`config.mk`:
```
export PLATFORM = sky130hd
export DESIGN_NAME = smi_switch_end_flat
export DESIGN_NICKNAME = d
export VERILOG_FILES = /design/src/smi_pkg.sv /design/src/smi_link_if.sv /design/src/smi_switch_end.sv /design/src/flat_wrapper.sv
export SDC_FILE = /design/constraint.sdc
export NUM_CORES = 1
export LEC_CHECK = 0
export BUFFER_PORTS_ARGS = -buffer_cell sky130_fd_sc_hd__buf_4
export CELL_PAD_IN_SITES_DETAIL_PLACEMENT = 2
export CELL_PAD_IN_SITES_GLOBAL_PLACEMENT = 2
export CORE_MARGIN = 2
export CORE_UTILIZATION = 37
export CTS_CLUSTER_SIZE = 40
export DETAILED_ROUTE_END_ITERATION = 8
export PLACE_DENSITY_LB_ADDON = 0.05
export SYNTH_ARGS = -nofsm -noshare
export SYNTH_HDL_FRONTEND = slang
export SYNTH_SLANG_ARGS = --single-unit
```
`constraint.sdc`:
```
create_clock -name ref_clk -period 2.9 [get_ports ref_clk]
set_clock_uncertainty 0.05 [all_clocks]
set_input_delay 0.145 -clock ref_clk [delete_from_list [all_inputs] [get_ports ref_clk]]
set_output_delay 0.145 -clock ref_clk [all_outputs]
set_load 0.05 [all_outputs]
```
`src/smi_pkg.sv`:
```
// shared constants and types for the switch port data interfaces
package smi_pkg;
    // ------------------------------------------------------------
    // clocking
    // ------------------------------------------------------------
    localparam int unsigned SYS_CLK_MHZ      = 250;
    localparam int unsigned REF_CLK_MHZ      = 50;
    localparam int unsigned REF_DIV          = SYS_CLK_MHZ / REF_CLK_MHZ;
    localparam int unsigned REF_HALF_LO      = REF_DIV / 2;
    localparam int unsigned SLOW_REPEAT      = 10;
    localparam int unsigned MII_FAST_MHZ10   = 250;
    localparam int unsigned MII_SLOW_MHZ10   = 25;
    localparam int unsigned MII_FAST_DIV     = SYS_CLK_MHZ * 10 / MII_FAST_MHZ10;
    localparam int unsigned MII_SLOW_DIV     = SYS_CLK_MHZ * 10 / MII_SLOW_MHZ10;
    localparam int unsigned REF_LOSS_CYCLES  = 16;
    // ------------------------------------------------------------
    // frame layout and strap reset value
    // ------------------------------------------------------------
    localparam int unsigned PREAMBLE_BYTES   = 7;
    localparam logic [7:0]  PREAMBLE_BYTE    = 8'h55;
    localparam logic [7:0]  SFD_BYTE         = 8'hd5;
    localparam logic [31:0] CRC_INIT         = 32'hffffffff;
    localparam logic [31:0] CRC_POLY_REFL    = 32'hedb88320;
    localparam logic        STRAP_RESET      = 1'b0;

    typedef enum logic [1:0] {
        SMI_P5_MII   = 2'h0,
        SMI_P5_RMII  = 2'h1,
        SMI_P5_RGMII = 2'h3
    } smi_p5_mode_e;

    typedef enum logic [2:0] {
        SMI_TX_IDLE = 3'h0,
        SMI_TX_PRE  = 3'h1,
        SMI_TX_DATA = 3'h3,
        SMI_TX_CRC  = 3'h2,
        SMI_TX_GAP  = 3'h6
    } smi_tx_state_e;
endpackage

```
`src/smi_link_if.sv`:
```
// pin-level link between the switch ports and the external partner
`timescale 1ns/1ps
interface smi_link_if;
    // port four reduced interface
    logic       port_four_ref_clock_out;
    logic       port_four_ref_clock_in;
    logic       port_four_carrier_valid_out;
    logic [1:0] port_four_rx_dibit;
    logic       port_four_tx_enable_in;
    logic [1:0] port_four_tx_dibit;
    // port five shared interface, named from the partner side
    logic       p5_tx_clk;
    logic       p5_tx_en;
    logic       p5_tx_er;
    logic [3:0] p5_txd;
    logic       p5_rx_clk;
    logic       p5_rx_dv;
    logic       p5_rx_er;
    logic [3:0] p5_rxd;
    logic       p5_crs;
    logic       p5_col;

    modport sw (
        output port_four_ref_clock_out, port_four_carrier_valid_out, port_four_rx_dibit,
        input  port_four_ref_clock_in, port_four_tx_enable_in, port_four_tx_dibit,
        output p5_rx_clk, p5_rx_dv, p5_rx_er, p5_rxd, p5_crs, p5_col, p5_tx_clk,
        input  p5_tx_en, p5_tx_er, p5_txd
    );
    modport partner (
        input  port_four_ref_clock_out, port_four_carrier_valid_out, port_four_rx_dibit,
        output port_four_ref_clock_in, port_four_tx_enable_in, port_four_tx_dibit,
        input  p5_rx_clk, p5_rx_dv, p5_rx_er, p5_rxd, p5_crs, p5_col, p5_tx_clk,
        output p5_tx_en, p5_tx_er, p5_txd
    );
endinterface

```
`src/smi_switch_end.sv`:
```
// switch-side end: port four reduced interface and port five shared interface
`timescale 1ns/1ps
module smi_switch_end #(
    parameter int unsigned DIV_REF = smi_pkg::REF_DIV
) (
    input  wire logic                 ref_clk,
    input  wire logic                 rst_n,
    smi_link_if.sw                    lnk,
    input  wire logic                 p4_clock_mode_strap,
    input  wire logic                 p4_clock_mode_reg,
    input  wire logic                 p4_clock_mode_sel_reg,
    input  wire logic                 p4_speed_100,
    input  wire logic                 p5_speed_100,
    input  wire smi_pkg::smi_p5_mode_e p5_mode,
    input  wire logic                 mac_phy_role_strap,
    input  wire logic                 p5_half_duplex,
    input  wire logic                 p4_out_valid,
    input  wire logic [1:0]           p4_out_dibit,
    output logic                      p4_out_take,
    input  wire logic                 p5_out_valid,
    input  wire logic [3:0]           p5_out_nibble,
    output logic                      p5_out_take,
    output logic                      p4_in_valid,
    output logic [1:0]                p4_in_dibit,
    output logic                      p4_in_frame,
    output logic                      p5_in_valid,
    output logic [3:0]                p5_in_nibble,
    output logic                      p5_in_frame,
    output logic                      p5_in_err,
    output logic                      p4_ref_ok,
    output logic                      p4_clock_mode,
    output logic                      p5_is_phy_role
);
    // ------------------------------------------------------------
    // strap capture after reset release
    // ------------------------------------------------------------
    logic strap_done_r;
    logic p4_strap_r;
    logic role_strap_r;
    always_ff @(posedge ref_clk or negedge rst_n) begin
        if (!rst_n) begin
            strap_done_r <= 1'b0;
            p4_strap_r   <= smi_pkg::STRAP_RESET;
            role_strap_r <= smi_pkg::STRAP_RESET;
        end else if (!strap_done_r) begin
            strap_done_r <= 1'b1;
            p4_strap_r   <= p4_clock_mode_strap;
            role_strap_r <= mac_phy_role_strap;
        end
    end
    // register bit overrides the strap once software selects it
    assign p4_clock_mode  = p4_clock_mode_sel_reg ? p4_clock_mode_reg : p4_strap_r;
    assign p5_is_phy_role = ~role_strap_r;

    // ------------------------------------------------------------
    // internal 50MHz reference divider
    // ------------------------------------------------------------
    logic [3:0] div_r;
    logic       ref_gen_r;
    always_ff @(posedge ref_clk or negedge rst_n) begin
        if (!rst_n) begin
            div_r     <= 4'h0;
            ref_gen_r <= 1'b0;
        end else begin
            div_r     <= (div_r == 4'(DIV_REF - 1)) ? 4'h0 : div_r + 4'h1;
            ref_gen_r <= (div_r < 4'(smi_pkg::REF_HALF_LO));
        end
    end
    assign lnk.port_four_ref_clock_out = p4_clock_mode ? ref_gen_r : 1'b0;
    // port five RMII clock always produced; MII clocks divided below
    logic p5_ref_internal;
    assign p5_ref_internal = (p5_mode == smi_pkg::SMI_P5_RMII);

    // ------------------------------------------------------------
    // external reference sampling and presence check
    // ------------------------------------------------------------
    logic [2:0] ext_sync_r;
    logic       ext_prev_r;
    logic [4:0] loss_cnt_r;
    always_ff @(posedge ref_clk or negedge rst_n) begin
        if (!rst_n) begin
            ext_sync_r <= 3'h0;
            ext_prev_r <= 1'b0;
            loss_cnt_r <= 5'h0;
        end else begin
            ext_sync_r <= {ext_sync_r[1:0], lnk.port_four_ref_clock_in};
            if (ext_sync_r[2] == ext_sync_r[1])
                ext_prev_r <= ext_sync_r[2];
            if (ext_sync_r[2] == ext_sync_r[1] && ext_sync_r[2] && !ext_prev_r)
                loss_cnt_r <= 5'h0;
            else if (loss_cnt_r != 5'(smi_pkg::REF_LOSS_CYCLES))
                loss_cnt_r <= loss_cnt_r + 5'h1;
        end
    end
    logic ext_rise;
    assign ext_rise  = (ext_sync_r[2] == ext_sync_r[1]) && ext_sync_r[2] && !ext_prev_r;
    assign p4_ref_ok = p4_clock_mode | (loss_cnt_r != 5'(smi_pkg::REF_LOSS_CYCLES));

    // ------------------------------------------------------------
    // port four di-bit strobe: one per reference cycle, ten at 10M
    // ------------------------------------------------------------
    logic p4_ref_tick;
    assign p4_ref_tick = p4_clock_mode ? (div_r == 4'h0) : ext_rise;
    logic [3:0] p4_rep_r;
    always_ff @(posedge ref_clk or negedge rst_n) begin
        if (!rst_n)
            p4_rep_r <= 4'h0;
        else if (p4_ref_tick)
            p4_rep_r <= (p4_speed_100 || p4_rep_r == 4'(smi_pkg::SLOW_REPEAT - 1)) ? 4'h0 : p4_rep_r + 4'h1;
    end
    logic p4_step;
    assign p4_step = p4_ref_tick && p4_ref_ok && (p4_speed_100 || p4_rep_r == 4'h0);

    // same pins serve either partner role, so no role selection exists
    always_ff @(posedge ref_clk or negedge rst_n) begin
        if (!rst_n) begin
            lnk.port_four_carrier_valid_out <= 1'b0;
            lnk.port_four_rx_dibit          <= 2'h0;
        end else if (p4_step) begin
            lnk.port_four_carrier_valid_out <= p4_out_valid;
            lnk.port_four_rx_dibit          <= p4_out_dibit;
        end
    end
    assign p4_out_take = p4_step;

    // received di-bits sampled on the reference edge, tx path separate
    always_ff @(posedge ref_clk or negedge rst_n) begin
        if (!rst_n) begin
            p4_in_valid <= 1'b0;
            p4_in_dibit <= 2'h0;
            p4_in_frame <= 1'b0;
        end else begin
            p4_in_valid <= p4_step & lnk.port_four_tx_enable_in;
            if (p4_step) begin
                p4_in_dibit <= lnk.port_four_tx_dibit;
                p4_in_frame <= lnk.port_four_tx_enable_in;
            end
        end
    end

    // ------------------------------------------------------------
    // port five: MII, RMII or RGMII chosen by p5_mode, clock produced here
    // ------------------------------------------------------------
    logic [6:0] p5_div_r;
    logic       p5_clk_r;
    logic [6:0] p5_lim;
    always_comb begin
        if (p5_ref_internal)
            p5_lim = 7'(DIV_REF - 1);
        else if (p5_speed_100)
            p5_lim = 7'(smi_pkg::MII_FAST_DIV - 1);
        else
            p5_lim = 7'(smi_pkg::MII_SLOW_DIV - 1);
    end
    always_ff @(posedge ref_clk or negedge rst_n) begin
        if (!rst_n) begin
            p5_div_r <= 7'h0;
            p5_clk_r <= 1'b0;
        end else begin
            p5_div_r <= (p5_div_r >= p5_lim) ? 7'h0 : p5_div_r + 7'h1;
            p5_clk_r <= (p5_div_r <= (p5_lim >> 1));
        end
    end
    assign lnk.p5_rx_clk = p5_clk_r;
    assign lnk.p5_tx_clk = p5_clk_r;
    logic [3:0] p5_rep_r;
    logic       p5_tick;
    assign p5_tick = (p5_div_r == 7'h0);
    always_ff @(posedge ref_clk or negedge rst_n) begin
        if (!rst_n)
            p5_rep_r <= 4'h0;
        else if (p5_tick && p5_ref_internal)
            p5_rep_r <= (p5_speed_100 || p5_rep_r == 4'(smi_pkg::SLOW_REPEAT - 1)) ? 4'h0 : p5_rep_r + 4'h1;
    end
    logic p5_step;
    assign p5_step = p5_tick && (!p5_ref_internal || p5_speed_100 || p5_rep_r == 4'h0);
    // rmii uses low two bits; rgmii at 10/100 behaves as the nibble path
    logic [3:0] p5_mask;
    assign p5_mask = p5_ref_internal ? 4'h3 : 4'hf;

    logic tx_busy;
    assign tx_busy = p5_out_valid;
    always_ff @(posedge ref_clk or negedge rst_n) begin
        if (!rst_n) begin
            lnk.p5_rx_dv <= 1'b0;
            lnk.p5_rx_er <= 1'b0;
            lnk.p5_rxd   <= 4'h0;
            lnk.p5_crs   <= 1'b0;
            lnk.p5_col   <= 1'b0;
        end else if (p5_step) begin
            lnk.p5_rx_dv <= p5_out_valid;
            lnk.p5_rx_er <= 1'b0;
            lnk.p5_rxd   <= p5_out_nibble & p5_mask;
            lnk.p5_crs   <= (tx_busy | lnk.p5_tx_en) && p5_mode == smi_pkg::SMI_P5_MII;
            // collision only meaningful when sharing the medium
            lnk.p5_col   <= p5_half_duplex && tx_busy && lnk.p5_tx_en
                            && p5_mode == smi_pkg::SMI_P5_MII;
        end
    end
    assign p5_out_take = p5_step;

    always_ff @(posedge ref_clk or negedge rst_n) begin
        if (!rst_n) begin
            p5_in_valid  <= 1'b0;
            p5_in_nibble <= 4'h0;
            p5_in_frame  <= 1'b0;
            p5_in_err    <= 1'b0;
        end else begin
            p5_in_valid <= p5_step & lnk.p5_tx_en;
            if (p5_step) begin
                p5_in_nibble <= lnk.p5_txd & p5_mask;
                p5_in_frame  <= lnk.p5_tx_en;
                p5_in_err    <= lnk.p5_tx_er && p5_mode == smi_pkg::SMI_P5_MII;
            end
        end
    end
    // gigabit double-edge transfer is outside this core clock rate
    logic unused_rgmii;
    assign unused_rgmii = (p5_mode == smi_pkg::SMI_P5_RGMII);
endmodule

```
`src/flat_wrapper.sv`:
```
// flat-port wrapper written by rule: the top's interface ports become plain ports
module smi_switch_end_flat 
#(
    parameter int unsigned DIV_REF = smi_pkg::REF_DIV
)
  (ref_clk, rst_n, p4_clock_mode_strap, p4_clock_mode_reg, p4_clock_mode_sel_reg, p4_speed_100, p5_speed_100, p5_mode, mac_phy_role_strap, p5_half_duplex, p4_out_valid, p4_out_dibit, p4_out_take, p5_out_valid, p5_out_nibble, p5_out_take, p4_in_valid, p4_in_dibit, p4_in_frame, p5_in_valid, p5_in_nibble, p5_in_frame, p5_in_err, p4_ref_ok, p4_clock_mode, p5_is_phy_role, lnk_port_four_ref_clock_out, lnk_port_four_carrier_valid_out, lnk_port_four_rx_dibit, lnk_port_four_ref_clock_in, lnk_port_four_tx_enable_in, lnk_port_four_tx_dibit, lnk_p5_rx_clk, lnk_p5_rx_dv, lnk_p5_rx_er, lnk_p5_rxd, lnk_p5_crs, lnk_p5_col, lnk_p5_tx_clk, lnk_p5_tx_en, lnk_p5_tx_er, lnk_p5_txd);
  smi_link_if lnk_i ();
  input  wire logic ref_clk;
  input  wire logic rst_n;
  input  wire logic p4_clock_mode_strap;
  input  wire logic p4_clock_mode_reg;
  input  wire logic p4_clock_mode_sel_reg;
  input  wire logic p4_speed_100;
  input  wire logic p5_speed_100;
  input  wire smi_pkg::smi_p5_mode_e p5_mode;
  input  wire logic mac_phy_role_strap;
  input  wire logic p5_half_duplex;
  input  wire logic p4_out_valid;
  input  wire logic [1:0] p4_out_dibit;
  output logic p4_out_take;
  input  wire logic p5_out_valid;
  input  wire logic [3:0] p5_out_nibble;
  output logic p5_out_take;
  output logic p4_in_valid;
  output logic [1:0] p4_in_dibit;
  output logic p4_in_frame;
  output logic p5_in_valid;
  output logic [3:0] p5_in_nibble;
  output logic p5_in_frame;
  output logic p5_in_err;
  output logic p4_ref_ok;
  output logic p4_clock_mode;
  output logic p5_is_phy_role;
  output wire logic [$bits(lnk_i.port_four_ref_clock_out)-1:0] lnk_port_four_ref_clock_out;
  output wire logic [$bits(lnk_i.port_four_carrier_valid_out)-1:0] lnk_port_four_carrier_valid_out;
  output wire logic [$bits(lnk_i.port_four_rx_dibit)-1:0] lnk_port_four_rx_dibit;
  input wire logic [$bits(lnk_i.port_four_ref_clock_in)-1:0] lnk_port_four_ref_clock_in;
  input wire logic [$bits(lnk_i.port_four_tx_enable_in)-1:0] lnk_port_four_tx_enable_in;
  input wire logic [$bits(lnk_i.port_four_tx_dibit)-1:0] lnk_port_four_tx_dibit;
  output wire logic [$bits(lnk_i.p5_rx_clk)-1:0] lnk_p5_rx_clk;
  output wire logic [$bits(lnk_i.p5_rx_dv)-1:0] lnk_p5_rx_dv;
  output wire logic [$bits(lnk_i.p5_rx_er)-1:0] lnk_p5_rx_er;
  output wire logic [$bits(lnk_i.p5_rxd)-1:0] lnk_p5_rxd;
  output wire logic [$bits(lnk_i.p5_crs)-1:0] lnk_p5_crs;
  output wire logic [$bits(lnk_i.p5_col)-1:0] lnk_p5_col;
  output wire logic [$bits(lnk_i.p5_tx_clk)-1:0] lnk_p5_tx_clk;
  input wire logic [$bits(lnk_i.p5_tx_en)-1:0] lnk_p5_tx_en;
  input wire logic [$bits(lnk_i.p5_tx_er)-1:0] lnk_p5_tx_er;
  input wire logic [$bits(lnk_i.p5_txd)-1:0] lnk_p5_txd;
  assign lnk_port_four_ref_clock_out = lnk_i.port_four_ref_clock_out;
  assign lnk_port_four_carrier_valid_out = lnk_i.port_four_carrier_valid_out;
  assign lnk_port_four_rx_dibit = lnk_i.port_four_rx_dibit;
  assign lnk_i.port_four_ref_clock_in = lnk_port_four_ref_clock_in;
  assign lnk_i.port_four_tx_enable_in = lnk_port_four_tx_enable_in;
  assign lnk_i.port_four_tx_dibit = lnk_port_four_tx_dibit;
  assign lnk_p5_rx_clk = lnk_i.p5_rx_clk;
  assign lnk_p5_rx_dv = lnk_i.p5_rx_dv;
  assign lnk_p5_rx_er = lnk_i.p5_rx_er;
  assign lnk_p5_rxd = lnk_i.p5_rxd;
  assign lnk_p5_crs = lnk_i.p5_crs;
  assign lnk_p5_col = lnk_i.p5_col;
  assign lnk_p5_tx_clk = lnk_i.p5_tx_clk;
  assign lnk_i.p5_tx_en = lnk_p5_tx_en;
  assign lnk_i.p5_tx_er = lnk_p5_tx_er;
  assign lnk_i.p5_txd = lnk_p5_txd;
  smi_switch_end #(.DIV_REF(DIV_REF)) u_core (.ref_clk(ref_clk), .rst_n(rst_n), .lnk(lnk_i), .p4_clock_mode_strap(p4_clock_mode_strap), .p4_clock_mode_reg(p4_clock_mode_reg), .p4_clock_mode_sel_reg(p4_clock_mode_sel_reg), .p4_speed_100(p4_speed_100), .p5_speed_100(p5_speed_100), .p5_mode(p5_mode), .mac_phy_role_strap(mac_phy_role_strap), .p5_half_duplex(p5_half_duplex), .p4_out_valid(p4_out_valid), .p4_out_dibit(p4_out_dibit), .p4_out_take(p4_out_take), .p5_out_valid(p5_out_valid), .p5_out_nibble(p5_out_nibble), .p5_out_take(p5_out_take), .p4_in_valid(p4_in_valid), .p4_in_dibit(p4_in_dibit), .p4_in_frame(p4_in_frame), .p5_in_valid(p5_in_valid), .p5_in_nibble(p5_in_nibble), .p5_in_frame(p5_in_frame), .p5_in_err(p5_in_err), .p4_ref_ok(p4_ref_ok), .p4_clock_mode(p4_clock_mode), .p5_is_phy_role(p5_is_phy_role));
endmodule
```
==> results of run 1 <==
==> registers in the layout, summed over array words and instances (netlist names), 2 cells and up <==
name / count
u_core.p5_in_nibble: 4
u_core.lnk.port_four_rx_dibit: 2
u_core.p5_rep_r: 4
u_core.p4_rep_r: 4
u_core.p4_in_dibit: 2
u_core.ext_sync_r: 3
u_core.div_r: 4
u_core.lnk.p5_rxd: 4
u_core.loss_cnt_r: 5
u_core.p5_div_r: 7
==> logic make-up (layout without fill, tap and decap cells) <==
group | after synthesis | count (layout) | share of synthesized area, %
simple gates | 74 | 74 | 13.5
flops | 54 | 54 | 50.4
compound gates | 42 | 42 | 10.4
buf+inv | 26 | 91 | 4.11
fa+ha+maj | 23 | 23 | 10.7
mux | 17 | 17 | 7.61
xor+xnor | 9 | 9 | 2.94
other cells | 2 | 2 | 0.280
==> worst paths after layout <==
path / startpoint / to / depth (start not counted)
hold reg to reg: u_core.ext_sync_r[0]$_DFF_PN0_ / u_core.ext_sync_r[1]$_DFF_PN0_ / 0
max in group asynchronous: rst_n / u_core.loss_cnt_r[0]$_DFFE_PN0P_ / 2
hold / removal: p4_out_dibit[0] / u_core.lnk.port_four_rx_dibit[0]$_DFFE_PN0P_ / 2
min in group asynchronous: rst_n / u_core.p5_in_valid$_DFF_PN0_ / 2
setup / recovery: u_core.div_r[1]$_DFF_PN0_ / p4_out_take / 6
setup reg to reg: u_core.div_r[1]$_DFF_PN0_ / u_core.p4_in_frame$_DFFE_PN0P_ / 6
==> per-layer routing <==
| layer | vias up | global-route usage (%) |
|---|---|---|
| met5 | - | 0 |
| met3 | 6 | 2.40 |
| met4 | 0 | 4.07 |
| met1 | 1047 | 22.6 |
| met2 | 31 | 31.6 |
| li1 | 965 | - |
==> area by class of cell <==
class	count	area (um^2)
clock inverters	2	15.0
flip-flops and latches	54	1350
well taps	99	124
repair buffers	62	470
multi-input cells	167	1220
inverters	22	82.6
clock buffers	5	68.8
fillers	787	3810
==> power breakdown <==
part	internal, mW	switching, mW
Sequential	0.987	0.204
Combinational	0.577	0.981
Clock	0.166	0.247
Total	1.73	1.43
==> critical path, delay by kind of cell (launching register included) <==
kind | cells | cell delay [ns]
compound gates | 1 | 0.41
fa+ha+maj | 1 | 0.20
buf+inv | 2 | 0.36
flops | 1 | 0.43
mux | 1 | 0.21
simple gates | 1 | 0.29
==> placed cells by master (no fill, tap or decap), types with 5 or more instances in the layout <==
cell type and instances:
buf_4 60, mux2_2 14, nand2_1 27, nand3_1 13, inv_1 21, ha_1 23
nor2_1 11, nand2b_1 6, o21ai_0 18, xnor2_1 5, clkbuf_8 5, dfrtp_1 54
a211oi_1 6, nor3_1 5
==> stage by stage <==
step | power (mW) | instances
finish | 3.16 | 411
floorplan | 2.27 | 247
CTS | 3.23 | 411
global placement | 2.74 | 402
detailed placement | 2.79 | 402
global route | 3.40 | 411
==> flow_summary_export.csv, run 1 <==
group,metric,value,unit
outcome,status,"finished clean",
yosys,synth_top_area_share,50.4,%
yosys,synth-seq-area-share,50.4,%
setup_path,cpPeakStageDelay,0.43,ns
place,gp_congestion,0.744,
routing,postRouteAntennaNets,0,
yosys,synth_area_leaders,"dfrtp_1, ha_1, mux2_2",
yosys,synth.most_common_cell,"dfrtp_1",
setup_path,crit_type,"register to primary output",
yosys,ys_async_sr_fraction,100,%
clock_network,cts_root_buffer,"clkbuf_8",
routing,drt_wl_total,6.44,mm
place,preCtsSetupSlack,0.528,ns
sta,setup_viol,0,
sta,setup_ws,0.497,ns
global_routing,grt_max_degree,55,
yosys,synthDistinctLibCells,37,
setup_path,reg2reg_slack,0.73,ns
routing,drt_pass1_iterations,4,
final_layout,final_area,3330,um^2
global_routing,grt_pass1_wl,10.8,mm
run,drv_cap,0,
routing,highest_layer,"met4",
sta,worst_pin_slew,0.704,ns
floorplan,ios,59,
sta,hold_viol_final,0,
place,dp_hpwl,4.89,mm
floorplan,num_rows,31,
setup_path,cp_data_required_time,2.71,ns
global_routing,first_global_vias,2145,
floorplan,coreArea,7140,um^2
setup_path,worst_path_max_delay_cell,"dfrtp_1",
place,port_buffers,57,
clock_network,cts_buffer_depth,2,
yosys,ys_seq_elements,54,
sta,tns,0,ns
clock_network,cts_tree,"yes",
routing,drc_errors,0,
yosys,synth_area,2680,um^2
floorplan,die_y,89.1,um
yosys,synth_edf_count,0,
routing,route.met3.wl,212,um
floorplan,chipWidth,89.1,um
final_layout,fin_nets,364,
routing,wire_per_inst,15.7,um
final_layout,area_growth,24.3,%
clock_network,clk_latency,0.30,ns
yosys,ys.flop_type,"dfrtp_1",
sta,rsz0062_at_grt,"no",
clock_network,holdBufCountCts,2,
setup_path,crit_arrival,2.21,ns
yosys,synth_commonest_cells,"dfrtp_1, nand2_1, ha_1, inv_1, o21ai_0",
place,placedInstanceArea,3230,um^2
power,p_leak,1.59,nW
yosys,netlist.top_cell.by_area,"dfrtp_1",
yosys,syn_area_per_cell,10.9,um^2
sta,slew_headroom,53.0,%
setup_path,path_cells,"inv_1 -> ha_1 -> nor3b_1 -> mux2i_2 -> a211oi_4 -> buf_4",
yosys,yosysWarnings,0,
routing,wl_met2,3.39,mm
clock_network,cts_sinks,54,
power,vdd_drop_max,0.452,mV
setup_path,critPathCaptureType,"primary output",
global_routing,antenna_found_initial,0,
power,powerDensity,949,nW/um^2
floorplan,fp.dieArea,7940,um^2
sta,fmax,416,MHz
sta,min_period,2.40,ns
worst_hold_path,hold_path_class,"primary input to register",
routing,viasPerCell,4.99,
sta,slew_viol_final,0,
clock_network,cts_buffers,5,
clock_network,cts_resized,0,
routing,met1_length,2.78,mm
clock_network,clk_pin_slew_worst_paths,0.10,ns
routing,drtIter0Drc,86,
final_layout,final_core_util,46.7,%
yosys,syn_inst,247,
routing,vias,2049,
global_routing,grtUsageTotal,17.7,%
floorplan,initial_core_util,37.6,%
sta,fin_hold_ws,0.0125,ns
final_layout,antennaDiodeCount,0,
global_routing,grt_overflow,0,
sta,period_share,82.9,%
setup_path,cp-start-kind,"register",
yosys,syn_nets,299,
setup_path,worstPathMaxFanout,8,
final_layout,layout-drive-gt1-share,27.6,%
clock_network,htree_levels,2,
clock_network,post_cts_buffers,0,
(Power assumes the default switching activity.)
==> run 2, diff against run 1 <==
--- a/config.mk
+++ b/config.mk
@@ -9,7 +9,7 @@
 export CELL_PAD_IN_SITES_DETAIL_PLACEMENT = 2
 export CELL_PAD_IN_SITES_GLOBAL_PLACEMENT = 2
 export CORE_MARGIN = 2
-export CORE_UTILIZATION = 37
+export CORE_UTILIZATION = 34
 export CTS_CLUSTER_SIZE = 40
 export DETAILED_ROUTE_END_ITERATION = 8
 export PLACE_DENSITY_LB_ADDON = 0.05
==> constraint.sdc (replaced) <==
create_clock -name ref_clk -period 2.35 [get_ports ref_clk]
set_clock_uncertainty 0.05 [all_clocks]
set_input_delay 0.1175 -clock ref_clk [delete_from_list [all_inputs] [get_ports ref_clk]]
set_output_delay 0.1175 -clock ref_clk [all_outputs]
set_load 0.05 [all_outputs]
==> run 2 against run 1 <==
  * First-iteration DRC count is 69% lower
  * Via count increased by 1.9%
  * Combinational power is 28% higher
  * Worst hold slack gained 0.0030 ns
  * Non-clock buffer count grew 20
  * Total power increased by 30%
  * Critical path type is now register to register
  * Cell count increased by 5.8%
==> flow_summary_export.csv, run 2 (synthesis gave the netlist of run 1 again) <==
group,metric,value,unit
routing,viasPerCell,4.80,
sta,worst_pin_slew,0.706,ns
floorplan,initial_core_util,34.9,%
sta,fin_hold_ws,0.0155,ns
final_layout,layout-drive-gt1-share,27.3,%
clock_network,htree_levels,2,
setup_path,setup.worst_path.start,"u_core.div_r[0]$_DFF_PN0_",
setup_path,critPathCaptureType,"register",
final_layout,final_core_util,46.3,%
final_layout,fin_cells,435,
routing,drtIter0Drc,27,
setup_path,crit_type,"register to register",
global_routing,antenna_found_initial,0,
clock_network,cts_buffer_depth,2,
sta,setup_ws,0.197,ns
place,port_buffers,57,
setup_path,worstRegToRegCells,7,
floorplan,ios,59,
worst_hold_path,hold_path_class,"primary input to register",
sta,tns,0,ns
final_layout,max_flop_register,"u_core.p5_div_r",
routing,drt_pass1_iterations,3,
routing,drt_wl_total,6.88,mm
global_routing,first_global_vias,2342,
power,vdd_drop_max,0.484,mV
place,gp_congestion,0.782,
final_layout,final_cell_mix,"buf_4, dfrtp_1, nand2_1",
final_layout,area_growth,32.9,%
sta,hold_viol_final,0,
floorplan,die_y,92.8,um
final_layout,largest_register_ff_count,7,
global_routing,grtUsageTotal,17.3,%
place,preCtsSetupSlack,0.208,ns
power,power.total,4.11,mW
power,p_leak,1.70,nW
sta,slew_viol_final,0,
setup_path,cp-start-kind,"register",
clock_network,cts_tree,"yes",
place,dp_hpwl,4.98,mm
global_routing,grt_max_degree,55,
setup_path,crit_arrival,2.30,ns
sta,rsz0062_at_grt,"no",
floorplan,fp.dieArea,8610,um^2
global_routing,grt_overflow,0,
clock_network,cts_sinks,54,
floorplan,coreArea,7690,um^2
routing,vias,2088,
routing,postRouteAntennaNets,0,
clock_network,cts_buffers,5,
clock_network,cts_root_buffer,"clkbuf_8",
setup_path,worstPathMaxFanout,7,
setup_path,cp_data_required_time,2.49,ns
final_layout,biggestRegsByFlops,"u_core.p5_div_r (7), u_core.loss_cnt_r (5)",
floorplan,num_rows,32,
power,powerDensity,1150,nW/um^2
setup_path,endpoint,"u_core.p4_in_dibit[0]$_DFFE_PN0P_",
sta,period_share,91.6,%
routing,wire_per_inst,15.8,um
setup_path,r2r_end,"u_core.p4_in_dibit[0]$_DFFE_PN0P_",
clock_network,clk_latency,0.30,ns
worst_hold_path,hold-path-cell-count,2,
outcome,status,"finished clean",
global_routing,grt_pass1_wl,11.9,mm
final_layout,fin_nets,384,
final_layout,antennaDiodeCount,0,
sta,setup_viol,0,
sta,slew_headroom,52.9,%
final_layout,final_common_cell,"buf_4",
setup_path,r2r_start,"u_core.div_r[0]$_DFF_PN0_",
place,dp.cells,409,
routing,drc_errors,0,
run,drv_cap,0,
sta,fmax,465,MHz
setup_path,reg2reg_slack,0.20,ns
sta,min_period,2.15,ns
clock_network,cts_resized,0,
clock_network,clk_pin_slew_worst_paths,0.10,ns
floorplan,chipWidth,92.8,um
final_layout,final_area,3560,um^2
place,placedInstanceArea,3270,um^2
==> run 2: cell count changes in the layout (fill, tap and decap cells not counted), sizes merged <==
cell	previous run	this run
bufinv	0	1
clkinvlp	2	1
clkbuf	5	6
dlygate4sd3	2	17
buf	60	65
==> run 2: worst min-delay path by stage <==
| stage | start | end | slack [ns] |
|---|---|---|---|
| after global placement | rst_n | u_core.p4_in_dibit[1]$_DFFE_PN0P_ | 0.17 |
| after floorplan | rst_n | u_core.div_r[0]$_DFF_PN0_ | -0.23 |
| final | p5_out_valid | u_core.lnk.p5_rx_dv$_DFFE_PN0P_ | 0.02 |
| after detailed placement | rst_n | u_core.p4_in_dibit[1]$_DFFE_PN0P_ | 0.17 |
| after CTS | lnk_p5_txd[3] | u_core.p5_in_nibble[3]$_DFFE_PN0P_ | 0.001 |
| after global routing | lnk_p5_txd[3] | u_core.p5_in_nibble[3]$_DFFE_PN0P_ | 0.005 |
==> run 2: area by class of cell <==
class / count / area, um^2
repair buffers: 82 / 671
clock buffers: 6 / 72.6
inverters: 22 / 82.6
well taps: 102 / 128
clock inverters: 2 / 37.5
fillers: 826 / 4130
flip-flops and latches: 54 / 1350
multi-input cells: 167 / 1220
==> run 2: critical path: stages, from the launching register on <==
cell and delay (ns):
dfrtp_1 0.43, inv_1 0.07, ha_1 0.20, nor3b_1 0.24, mux2i_2 0.19, a211oi_4 0.29, buf_4 0.21, mux2_2 0.35
==> run 2: timing repair <==
action | in CTS | in global routing
endpoints found under the hold margin | 70 | 0
buffers inserted | 1 | 0
hold buffers | 17 | 0
endpoints found under the setup margin | 1 | 0
==> run 2: layer usage <==
metal  vias to the layer above  track usage, %  part of all wire [%]
met2                        28            31.9                    54
met1                      1050            21.2                    43
met3                         8            2.69                   2.5
met5                         -               0                     0
li1                       1002               -                     -
met4                         0            3.80                  0.97
==> run 2: report_power, final <==
part	switching (mW)	internal, mW
sequential	0.263	1.22
clock	0.307	0.318
combinational	1.24	0.765
